[config.mk]
export PLATFORM = sky130hd
export DESIGN_NAME = msfs_monitor_status
export DESIGN_NICKNAME = d
export VERILOG_FILES = /design/src/inc/msfs_pkg.sv /design/src/verilog/msfs_flag_latch.sv /design/src/verilog/msfs_monitor_status.sv
export SDC_FILE = /design/constraint.sdc
export NUM_CORES = 1
export LEC_CHECK = 0
export CORE_ASPECT_RATIO = 1.4
export CORE_UTILIZATION = 50
export DETAILED_ROUTE_END_ITERATION = 10
export DONT_BUFFER_PORTS = 1
export PLACE_DENSITY_LB_ADDON = 0.2
export REMOVE_ABC_BUFFERS = 1
export SYNTH_ARGS = -nofsm -noshare
export SYNTH_HDL_FRONTEND = slang
export SYNTH_HIERARCHICAL = 1
export SYNTH_SLANG_ARGS = --single-unit
[constraint.sdc]
create_clock -name clk -period 2.1 [get_ports clk]
set_clock_uncertainty 0.15 [all_clocks]
set_input_delay 0.21 -clock clk [delete_from_list [all_inputs] [get_ports clk]]
set_output_delay 0.21 -clock clk [all_outputs]
set_load 0.03 [all_outputs]
[src/inc/msfs_pkg.sv]
/*
  Shared constants and types for the monitor-select and fault-status logic:
  register addresses, field positions, reset values, monitor-select codes and
  the startup timing.
  Assumes it is compiled before every design file that imports it.
*/
package msfs_pkg;

  // Register addresses on the register access port.
  localparam int unsigned ADDR_W        = 5;
  localparam logic [4:0]  ADDR_STATUS   = 5'h01;
  localparam logic [4:0]  ADDR_GAIN     = 5'h03;
  localparam logic [4:0]  ADDR_REF_CTRL = 5'h05;
  localparam logic [4:0]  ADDR_EXC1     = 5'h06;
  localparam logic [4:0]  ADDR_SYS_CTRL = 5'h09;

  // Status byte layout.
  localparam int unsigned ST_POR_BIT  = 7;
  localparam int unsigned ST_RDY_BIT  = 6;
  localparam int unsigned ST_RAIL_LSB = 2;
  localparam int unsigned ST_REF_LSB  = 0;
  localparam int unsigned RAIL_W      = 4;
  localparam int unsigned REF_W       = 2;

  // Field positions in the control registers.
  localparam int unsigned GAIN_LSB         = 0;
  localparam int unsigned AMP_EN_LSB       = 3;
  localparam int unsigned REF_DET_LSB      = 6;
  localparam int unsigned REF_PULL_BIT     = 5;
  localparam int unsigned EXC1_RAIL_EN_BIT = 7;
  localparam int unsigned SYS_MON_LSB      = 5;
  localparam int unsigned SYS_PREPEND_BIT  = 0;

  // Reset values of the control registers.
  localparam logic [7:0] RST_GAIN     = 8'h00;
  localparam logic [7:0] RST_REF_CTRL = 8'h00;
  localparam logic [7:0] RST_EXC1     = 8'h00;
  localparam logic [7:0] RST_SYS_CTRL = 8'h00;

  // Field encodings.
  localparam logic [2:0] GAIN_UNITY = 3'h0;
  localparam logic [1:0] AMP_BYPASS = 2'h0;
  localparam logic [1:0] BO_0P2UA   = 2'h1;
  localparam logic [1:0] BO_1UA     = 2'h2;
  localparam logic [1:0] BO_10UA    = 2'h3;
  localparam logic [1:0] BO_OFF     = 2'h0;

  typedef enum logic [2:0] {
    MON_NORMAL = 3'h0,
    MON_MID    = 3'h1,
    MON_TEMP   = 3'h2,
    MON_AVDD   = 3'h3,
    MON_DVDD   = 3'h4,
    MON_BO_LO  = 3'h5,
    MON_BO_MID = 3'h6,
    MON_BO_HI  = 3'h7
  } msfs_mon_t;

  // Startup time before configuration changes are accepted.
  localparam int unsigned CLK_KHZ     = 20000;
  localparam int unsigned STARTUP_US  = 2;
  localparam int unsigned STARTUP_CYC = (STARTUP_US * CLK_KHZ + 999) / 1000;

endpackage : msfs_pkg

[src/verilog/msfs_flag_latch.sv]
/*
  One group of fault flags: the comparator outputs are synchronised, any fault
  during a conversion is caught while en is high, and the visible flags change
  only at the end of that conversion.
  Assumes conv_end is a one-cycle pulse from logic on clk.
*/
`timescale 1ns/10ps
`default_nettype none

module msfs_flag_latch #(
  parameter int unsigned W = 4
) (
  input  wire logic         clk,
  input  wire logic         arst_n,
  input  wire logic         en,
  input  wire logic [W-1:0] fault_async,
  input  wire logic         conv_end,
  output logic      [W-1:0] flags_q
);

  logic [W-1:0] sync1_q;
  logic [W-1:0] sync2_q;
  logic [W-1:0] acc_q;
  wire  [W-1:0] seen = sync2_q & {W{en}};

  initial begin
    if (W < 1) $error("msfs_flag_latch: W must be at least 1");
  end

  always_ff @(posedge clk or negedge arst_n) begin
    if (!arst_n) begin
      sync1_q <= '0;
      sync2_q <= '0;
    end else begin
      sync1_q <= fault_async;
      sync2_q <= sync1_q;
    end
  end

  // The sample taken in the end cycle still belongs to the ending conversion.
  always_ff @(posedge clk or negedge arst_n) begin
    if (!arst_n) begin
      acc_q   <= '0;
      flags_q <= '0;
    end else if (conv_end) begin
      acc_q   <= '0;
      flags_q <= acc_q | seen;
    end else begin
      acc_q   <= acc_q | seen;
    end
  end
endmodule : msfs_flag_latch

`default_nettype wire

[src/verilog/msfs_monitor_status.sv]
/*
  Monitor-select routing and fault status byte of the converter.
  Holds the control registers that steer the monitor paths and the status byte
  with its power-on, ready, rail and reference flags; builds the byte sequence
  of a conversion data read.
  Assumes a register access port on clk, comparator outputs from the analog
  side that are asynchronous, and conversion start/end pulses on clk.
*/
// How it works
// - Select code 010 routes the temperature sensor to the converter.
// - Temperature readings keep programmed gain, rate and reference.
// - Code 011 routes analog supply monitor, code 100 digital supply monitor.
// - Supply monitors present supply difference divided by four.
// - Supply monitors disconnect inputs and force gain 1; amp mode stays free.
// - Codes 101, 110, 111 enable burn-out sources at 0.2, 1, 10 uA.
// - Burn-out sources feed positive input and drain negative input together.
// - Eight-bit fault status byte is readable at address 01h.
// - With prepend enabled the status byte leads every data read.
// - Status read returns flags caught in last completed conversion.
// - Power-on reset sets bit 7; host clears it by writing 0.
// - Bit 6 shows startup finished; not ready while registers reinitialise.
// - Bits 5 to 2 are the four amplifier rail flags.
// - Rail faults are caught only while their enable bit is set.
// - With amplifier bypassed the rail monitors sense the converter input.
// - Rail faults are caught during conversion, shown at its end.
// - Bit 0 flags reference below 300 mV, bit 1 below third of supply.
// - Reference detection works only when its two-bit field enables it.
// - Reference flags caught per conversion, updated as data-ready falls.
// - Selectable pull-together resistor across the reference pair.
// - Code 001 shorts the converter input to mid-scale.
`timescale 1ns/10ps
`default_nettype none

module msfs_monitor_status
  import msfs_pkg::*;
#(
  parameter int unsigned STARTUP_CYCLES = STARTUP_CYC
) (
  input  wire logic              clk,
  input  wire logic              arst_n,
  input  wire logic              reg_wr,
  input  wire logic              reg_rd,
  input  wire logic [ADDR_W-1:0] reg_addr,
  input  wire logic [7:0]        reg_wdata,
  output logic      [7:0]        reg_rdata_q,
  input  wire logic              conv_start,
  input  wire logic              conv_end,
  input  wire logic [RAIL_W-1:0] rail_fault_async,
  input  wire logic [REF_W-1:0]  ref_fault_async,
  input  wire logic              data_rd_req,
  input  wire logic [1:0]        data_rd_idx,
  input  wire logic [23:0]       conv_result,
  output logic      [7:0]        data_rd_byte_q,
  output logic      [2:0]        data_rd_len_q,
  output logic                   conversion_done_n_q,
  output logic                   ain_connect_q,
  output logic                   mid_short_q,
  output logic                   temp_sense_sel_q,
  output logic                   analog_supply_monitor_q,
  output logic                   digital_supply_monitor_q,
  output logic      [1:0]        burnout_source_q,
  output logic      [2:0]        gain_eff_q,
  output logic      [1:0]        amp_enable_q,
  output logic                   rail_mon_en_q,
  output logic                   rail_sense_adc_q,
  output logic      [1:0]        ref_detect_enable_q,
  output logic                   ref_pull_res_q
);

  initial begin
    if (STARTUP_CYCLES < 1 || STARTUP_CYCLES > 65535)
      $error("msfs_monitor_status: STARTUP_CYCLES out of range");
  end

  ////////////////////////////////////////////////////////////////////////////
  // Startup sequencing.

  typedef enum logic [1:0] {
    SU_INIT  = 2'b01,
    SU_READY = 2'b10
  } msfs_su_t;

  msfs_su_t    su_q;
  msfs_su_t    su_d;
  logic [15:0] su_cnt_q;
  wire         su_done = (su_cnt_q == 16'(STARTUP_CYCLES - 1));
  wire         ready   = (su_q == SU_READY);

  always_comb begin
    su_d = su_q;
    unique case (su_q)
      SU_INIT:  if (su_done) su_d = SU_READY;
      SU_READY: su_d = SU_READY;
      default:  su_d = SU_INIT;
    endcase
  end

  always_ff @(posedge clk or negedge arst_n) begin
    if (!arst_n) begin
      su_q     <= SU_INIT;
      su_cnt_q <= 16'h0000;
    end else begin
      su_q     <= su_d;
      su_cnt_q <= (su_q == SU_INIT) ? su_cnt_q + 16'h0001 : su_cnt_q;
    end
  end

  ////////////////////////////////////////////////////////////////////////////
  // Control registers. Writes are dropped until startup is over, since the
  // map is still being brought to its reset values then.

  logic [7:0] gain_reg_q;
  logic [7:0] ref_ctrl_q;
  logic [7:0] exc1_q;
  logic [7:0] sys_ctrl_q;
  logic       por_flag_q;

  wire wr_ok      = reg_wr && ready;
  wire wr_gain    = wr_ok && (reg_addr == ADDR_GAIN);
  wire wr_ref     = wr_ok && (reg_addr == ADDR_REF_CTRL);
  wire wr_exc1    = wr_ok && (reg_addr == ADDR_EXC1);
  wire wr_sys     = wr_ok && (reg_addr == ADDR_SYS_CTRL);
  wire wr_status  = wr_ok && (reg_addr == ADDR_STATUS);
  wire por_clear  = wr_status && !reg_wdata[ST_POR_BIT];

  always_ff @(posedge clk or negedge arst_n) begin
    if (!arst_n) begin
      gain_reg_q <= RST_GAIN;
      ref_ctrl_q <= RST_REF_CTRL;
      exc1_q     <= RST_EXC1;
      sys_ctrl_q <= RST_SYS_CTRL;
    end else begin
      if (wr_gain) gain_reg_q <= reg_wdata;
      if (wr_ref)  ref_ctrl_q <= reg_wdata;
      if (wr_exc1) exc1_q     <= reg_wdata;
      if (wr_sys)  sys_ctrl_q <= reg_wdata;
    end
  end

  // Only the asynchronous reset arst_n sets the flag, so no set can meet a clear.
  always_ff @(posedge clk or negedge arst_n) begin
    if (!arst_n) por_flag_q <= 1'b1;
    else if (por_clear) por_flag_q <= 1'b0;
  end

  ////////////////////////////////////////////////////////////////////////////
  // Monitor routing decode.

  wire [2:0] mon_sel   = sys_ctrl_q[SYS_MON_LSB +: 3];
  wire [2:0] gain_prog = gain_reg_q[GAIN_LSB +: 3];
  wire [1:0] amp_prog  = gain_reg_q[AMP_EN_LSB +: 2];
  wire       sel_temp  = (mon_sel == MON_TEMP);
  wire       sel_avdd  = (mon_sel == MON_AVDD);
  wire       sel_dvdd  = (mon_sel == MON_DVDD);
  wire       sel_supp  = sel_avdd || sel_dvdd;
  wire       sel_mid   = (mon_sel == MON_MID);
  wire       sel_norm  = (mon_sel == MON_NORMAL);
  // Inputs stay connected for burn-out checks: the sources act on them.
  wire       ain_on    = !(sel_temp || sel_supp || sel_mid);
  // Temperature readings keep the programmed gain; only supplies force 1.
  wire [2:0] gain_eff  = sel_supp ? GAIN_UNITY : gain_prog;
  wire [1:0] bo_level  = (mon_sel == MON_BO_LO)  ? BO_0P2UA :
                         (mon_sel == MON_BO_MID) ? BO_1UA   :
                         (mon_sel == MON_BO_HI)  ? BO_10UA  : BO_OFF;

  always_ff @(posedge clk or negedge arst_n) begin
    if (!arst_n) begin
      ain_connect_q            <= 1'b1;
      mid_short_q              <= 1'b0;
      temp_sense_sel_q         <= 1'b0;
      analog_supply_monitor_q  <= 1'b0;
      digital_supply_monitor_q <= 1'b0;
      burnout_source_q         <= BO_OFF;
      gain_eff_q               <= GAIN_UNITY;
      amp_enable_q             <= AMP_BYPASS;
    end else begin
      ain_connect_q            <= ain_on || sel_norm;
      mid_short_q              <= sel_mid;
      temp_sense_sel_q         <= sel_temp;
      analog_supply_monitor_q  <= sel_avdd;
      digital_supply_monitor_q <= sel_dvdd;
      // One level drives both the source on the positive input and the sink
      // on the negative input, so they can never be out of step.
      burnout_source_q         <= bo_level;
      gain_eff_q               <= gain_eff;
      amp_enable_q             <= amp_prog;
    end
  end

  ////////////////////////////////////////////////////////////////////////////
  // Fault monitors.

  wire       rail_en    = exc1_q[EXC1_RAIL_EN_BIT];
  wire [1:0] ref_det    = ref_ctrl_q[REF_DET_LSB +: 2];
  wire       ref_en     = (ref_det != 2'h0);
  logic [RAIL_W-1:0] rail_flags;
  logic [REF_W-1:0]  ref_flags;

  always_ff @(posedge clk or negedge arst_n) begin
    if (!arst_n) begin
      rail_mon_en_q       <= 1'b0;
      rail_sense_adc_q    <= 1'b1;
      ref_detect_enable_q <= 2'h0;
      ref_pull_res_q      <= 1'b0;
    end else begin
      rail_mon_en_q       <= rail_en;
      rail_sense_adc_q    <= (amp_prog == AMP_BYPASS);
      ref_detect_enable_q <= ref_det;
      ref_pull_res_q      <= ref_ctrl_q[REF_PULL_BIT];
    end
  end

  // Rail order on the bus: pos high, pos low, neg high, neg low, from bit 3.
  msfs_flag_latch #(
    .W (RAIL_W)
  ) u_rail (
    .clk         (clk),
    .arst_n      (arst_n),
    .en          (rail_en),
    .fault_async (rail_fault_async),
    .conv_end    (conv_end),
    .flags_q     (rail_flags)
  );

  // Bit 1 is the one-third-supply threshold, bit 0 the 300 mV threshold.
  msfs_flag_latch #(
    .W (REF_W)
  ) u_ref (
    .clk         (clk),
    .arst_n      (arst_n),
    .en          (ref_en),
    .fault_async (ref_fault_async),
    .conv_end    (conv_end),
    .flags_q     (ref_flags)
  );

  // Data-ready falls on the same edge that updates the flags.
  always_ff @(posedge clk or negedge arst_n) begin
    if (!arst_n) conversion_done_n_q <= 1'b1;
    else if (conv_end) conversion_done_n_q <= 1'b0;
    else if (conv_start) conversion_done_n_q <= 1'b1;
  end

  ////////////////////////////////////////////////////////////////////////////
  // Status byte, register reads and data reads.

  wire [7:0] status_byte = {por_flag_q, ready, rail_flags, ref_flags};
  wire       prepend     = sys_ctrl_q[SYS_PREPEND_BIT];

  wire [7:0] reg_rd_mux =
    (reg_addr == ADDR_STATUS)   ? status_byte :
    (reg_addr == ADDR_GAIN)     ? gain_reg_q  :
    (reg_addr == ADDR_REF_CTRL) ? ref_ctrl_q  :
    (reg_addr == ADDR_EXC1)     ? exc1_q      :
    (reg_addr == ADDR_SYS_CTRL) ? sys_ctrl_q  : 8'h00;

  wire [1:0] res_idx = prepend ? (data_rd_idx - 2'h1) : data_rd_idx;
  wire [7:0] res_byte = (res_idx == 2'h0) ? conv_result[23:16] :
                        (res_idx == 2'h1) ? conv_result[15:8]  :
                        (res_idx == 2'h2) ? conv_result[7:0]   : 8'h00;
  wire [7:0] data_mux = (prepend && data_rd_idx == 2'h0) ? status_byte
                                                         : res_byte;

  always_ff @(posedge clk or negedge arst_n) begin
    if (!arst_n) begin
      reg_rdata_q    <= 8'h00;
      data_rd_byte_q <= 8'h00;
      data_rd_len_q  <= 3'h3;
    end else begin
      if (reg_rd)      reg_rdata_q    <= reg_rd_mux;
      if (data_rd_req) data_rd_byte_q <= data_mux;
      data_rd_len_q <= prepend ? 3'h4 : 3'h3;
    end
  end
endmodule : msfs_monitor_status

`default_nettype wire
== Word level (Yosys, flattened, before mapping) ==
Index checks and enable logic that the tools add are counted.
Word-level totals
  flip-flop bits (word level): 112
  bits in latches: 0
  bits in writable memories: 0
  memory bits (read-only): 0
  input bits: 52
  output and inout port bits: 37
  word-level logic and storage cells: 96
  memories: 0
Operators by class
  add/sub/neg operators: 2
  multipliers: 0
  div/mod/pow operators: 0
  order comparisons: 0
  eq/ne operators: 18
  shift operators: 0
  multiplexer cells: 21
  bitwise gates (word level): 4
  reductions and logical operators: 20
Operator list (count)
  two-way mux 8 bit: 9
  adder 16 x 1 -> 16 bit, second input constant: 1
  equality test 16 x 6 -> 1 bit, second input constant: 1
  equality test 3 bit, second input constant: 4
  two-way mux 2 bit: 6
  equality test 5 x 3 -> 1 bit, second input constant: 2
  logical AND 1 bit: 8
  equality test 3 x 2 -> 1 bit, second input constant: 2
  zero test 2 bit: 3
  two-way mux 3 bit: 2
  equality test 5 x 1 -> 1 bit, second input constant: 1
  equality test 5 x 2 -> 1 bit, second input constant: 1
  equality test 5 x 4 -> 1 bit, second input constant: 1
  AND 4 bit: 1
  equality test 2 x 1 -> 1 bit, second input constant: 2
  equality test 2 bit, second input constant: 2
  logical OR 1 bit: 4
  two-way mux 4 bit: 1
  OR 4 bit: 1
  one-hot mux 2 bit (2 select lines): 1
  nonzero test 2 bit: 2
  equality test 3 x 1 -> 1 bit, second input constant: 1
  zero test 3 bit: 1
  AND 2 bit: 1
  other kinds (5): 7

== Logic depth before layout (Yosys ltp) ==
  depth after elaboration: 7
  gate-level depth with buffers: 7
  depth with buffers taken out: 6

== Modules after synthesis ==
The synthesis kept the hierarchy.
Modules (own cells, without submodules)
  msfs_monitor_status: times used 1, cells each 347, area each 3958.8 um^2, sequential area each 2184.6 um^2
  msfs_flag_latch at u_rail: times used 1, cells each 33, area each 494.2 um^2, sequential area each 400.4 um^2
  msfs_flag_latch at u_ref: times used 1, cells each 16, area each 235.2 um^2, sequential area each 200.2 um^2

== Worst setup path before layout ==
OpenSTA, ideal clock, no wires.
  path kind: flip-flop to flip-flop
  from: register su_q[0]
  to: register su_cnt_q[11]
  setup time: 0.123 ns
  arrival: 1.677 ns
  required time: 1.827 ns
  setup slack: 0.150 ns
  cell stages (with the launch flop): 7
  buffers on the path: 1
  period minus slack after synthesis: 1.950 ns
  cells stage by stage: dfstp_2 ha_1 clkbuf_1 nand4_1 nor3_1 nand3_1 xnor2_1
Between the ends
  word-level cells in the longest chain between the ends: 1
Ends and longest elaborated chain
  from (decl): line msfs_monitor_status.sv:83  | msfs_su_t su_q;
  from (signal assigned): line msfs_monitor_status.sv:103  | su_q <= su_d;
  equality test 2 x 1 -> 1 bit: line msfs_monitor_status.sv:104  | su_cnt_q <= (su_q == SU_INIT) ? su_cnt_q + 16'h0001 : su_cnt_q;
  to (signal assigned): line msfs_monitor_status.sv:104
  to (decl): line msfs_monitor_status.sv:85  | logic [15:0] su_cnt_q;
No other way between the ends.
A chain may end at the register's enable or synchronous reset.

== Final worst setup path ==
  from: register su_q[0]
  to: register su_cnt_q[12]
The elaborated chain is that of the path after synthesis.

==> metrics <==
status complete, but fails checks; violated checks design-rule violations, negative hold slack; Ports 89; layout cell share with drive strength beyond 1 a little under a fifth; Cells after Synth between 300 and 400; number of global-route vias before repair 3208; row count 41; count leader, synth dfrtp_1; Fin. Hold Viols about 110; Cell Pwr Density 835 nW/um^2; worst-case hold slack -0.601 ns; Fmax between 0.5 and 0.6 GHz; initial drt markers about 230; hold crit path type input port to async pin; H-tree depth 3; Yosys Warn Count 6; top area cells in the synthesized netlist dfrtp_1 (56%), mux2_2 (7.9%), dfstp_2 (3.4%), nor2_1 (2.3%), nor2b_1 (2.3%); FF+latch count, synth between 100 and 150; crit path time final around 1.8 ns; gr usage total 22.0%; diode count 0; max cap viols 0; Post-CTS Setup Bufs 0; initial antenna violation count 0; DR vias approximately 3100; P&R area growth vs syn 15.7%; RSZ-0062 raised after global routing false; setup TNS 0 ns; Yosys top cell by area dfrtp_1; NumNets Final between 400 and 500; pin count of the biggest net entering global routing between 100 and 150; Die Y 117 um; Initial Util just over 50%; average size of a mapped cell 11.8 um^2; post-cts resize count 0; CTS Hold Bufs 27; Seq/Total Area, Yosys 59.4%; reg2reg start su_q[0]; setup violators final 0; Worst IR Drop VDD about 530 uV; Final HPWL DP roughly 6800 um; CTS Buf Count 9; Critical Path Fanout Max 4; Worst setup SP type register; CTS sink count approximately 110; later-pin clock latency in the skew report 0.35 ns; Die ar. a little under 10000 um^2; port bufs 0; share of the synthesized area in the top cell type 56.0%; die width 83.8 um; Core ar. about 9000 um^2; Slew Limit Fails 0; first-pass iteration count of the detailed router 7; WS Path Type register to register; period utilization about 87%; clock slew at reported path FFs 0.08 ns; DRT Wirelength just under 10000 um; fraction of registers with async set or reset after synthesis 100%; Tot Pwr 4.53 mW; Avg WL per Cell roughly 18 um; CTS tree yes; number of flops mapped to enable cells by yosys 0; first-pass GRT wire length roughly 16000 um; Worst Path Required about 2.2 ns; max_slew headroom a little over half; worst slew pin tran 0.692 ns; Leak Pwr about 2.5 nW; worst-case clock buffer depth 2; crit end category register; synth unique cells between 50 and 60; vias per std cell roughly 5.7; clock root cell clkbuf_16; total gr overflow 0; synthesized area 4690 um^2; routability cong. approximately 0.84; Worst Path Arrival ~1.9 ns; predominant post-synthesis flop cell dfrtp_1; Routed Antenna Nets 0; DRC 10; Worst Setup SP su_q[0]; Synth top cells by count dfrtp_1 (105), mux2_2 (33), nor2_1 (29)
==> final timing paths <==
| check | endpoint | slack, ns | cells past startpoint |
|---|---|---|---|
| setup / recovery | su_cnt_q[12] | 0.28 | 6 |
| setup reg to reg | su_cnt_q[12] | 0.28 | 6 |
| hold reg to reg | u_ref/sync2_q[0] | 0.20 | 0 |
| hold / removal | exc1_q[5] | -0.60 | 0 |
| min in group clk | data_rd_byte_q[2] | 0.01 | 3 |
| max in group asynchronous | conversion_done_n_q | 2.13 | 0 |
==> layout make-up <==
class / instances / area [um^2]
Fill cell: 735 / 3660
Sequential cell: 111 / 2790
Multi-Input combinational cell: 255 / 1770
Timing Repair Buffer: 39 / 360
Clock buffer: 9 / 225
Tap cell: 107 / 134
Clock inverter: 7 / 100
Inverter: 13 / 48.8
==> placed cells by master, fill, tap and decap left out, drive strengths merged, types with 7 or more instances in the layout <==
cell type | netlist | routed
dfrtp | 105 | 105
mux2 | 33 | 33
nor2 | 32 | 32
dlygate4sd3 | 0 | 27
nand2 | 26 | 26
a21oi | 21 | 21
nor2b | 17 | 17
o21ai | 17 | 17
inv | 13 | 16
o22ai | 15 | 15
buf | 10 | 12
xnor2 | 11 | 11
mux2i | 9 | 9
clkbuf | 7 | 9
a21o | 8 | 8
a211oi | 7 | 7
nand3 | 7 | 7
==> critical path, cell delays in order, from the launching register on <==
cell and delay [ns]:
dfstp_2 0.54, ha_1 0.23, buf_4 0.15, nand3_1 0.06
nor3_1 0.32, nand2_1 0.12, xnor2_1 0.14
==> flip-flops by register name, summed over array words and instances (netlist names), 8 cells and up <==
signal,flops
exc1_q,8
reg_rdata_q,8
su_cnt_q,16
data_rd_byte_q,8
sys_ctrl_q,8
ref_ctrl_q,8
gain_reg_q,8
==> cell families (layout without fill, tap and decap cells) <==
group | Yosys count | after routing | share of synthesized area [%]
AO/OA/AOI/OAI | 74 | 74 | 9.69
XOR/XNOR | 17 | 17 | 3.18
adder cells (fa/ha/maj) | 4 | 4 | 1.07
buffers and inverters | 30 | 68 | 2.83
flip-flops | 111 | 111 | 59.4
multiplexers | 42 | 42 | 9.85
AND/OR/NAND/NOR | 118 | 118 | 14.0
==> through the flow <==
stage / hold WS, ns / area (um^2) / util [%] / instances / setup WS [ns]
after floorplan: -0.236 / 4600 / - / 379 / 0.214
after global placement: -0.233 / 4830 / 53.2 / 498 / 0.243
after CTS: -0.616 / 5420 / 59.7 / 541 / 0.264
final: -0.601 / 5420 / 59.7 / 541 / 0.282
after global routing: -0.621 / 5420 / 59.7 / 541 / 0.0969
after detailed placement: -0.233 / 4830 / 53.2 / 498 / 0.235
==> report_power, final <==
| part | internal (mW) | switching (mW) |
|---|---|---|
| Sequential | 2.24 | 0.168 |
| Combinational | 0.155 | 0.125 |
| Clock | 1.06 | 0.782 |
| Total | 3.45 | 1.08 |
==> layer usage <==
metal / GRT usage [%] / share of wire [%] / up-vias
li1: - / - / 1440
met4: 10.5 / 3.1 / 0
met1: 26.4 / 41 / 1529
met5: 0 / 0 / -
met3: 4.88 / 4.1 / 23
met2: 37.9 / 52 / 79
No activity file was read; power rests on OpenSTA's default activity.
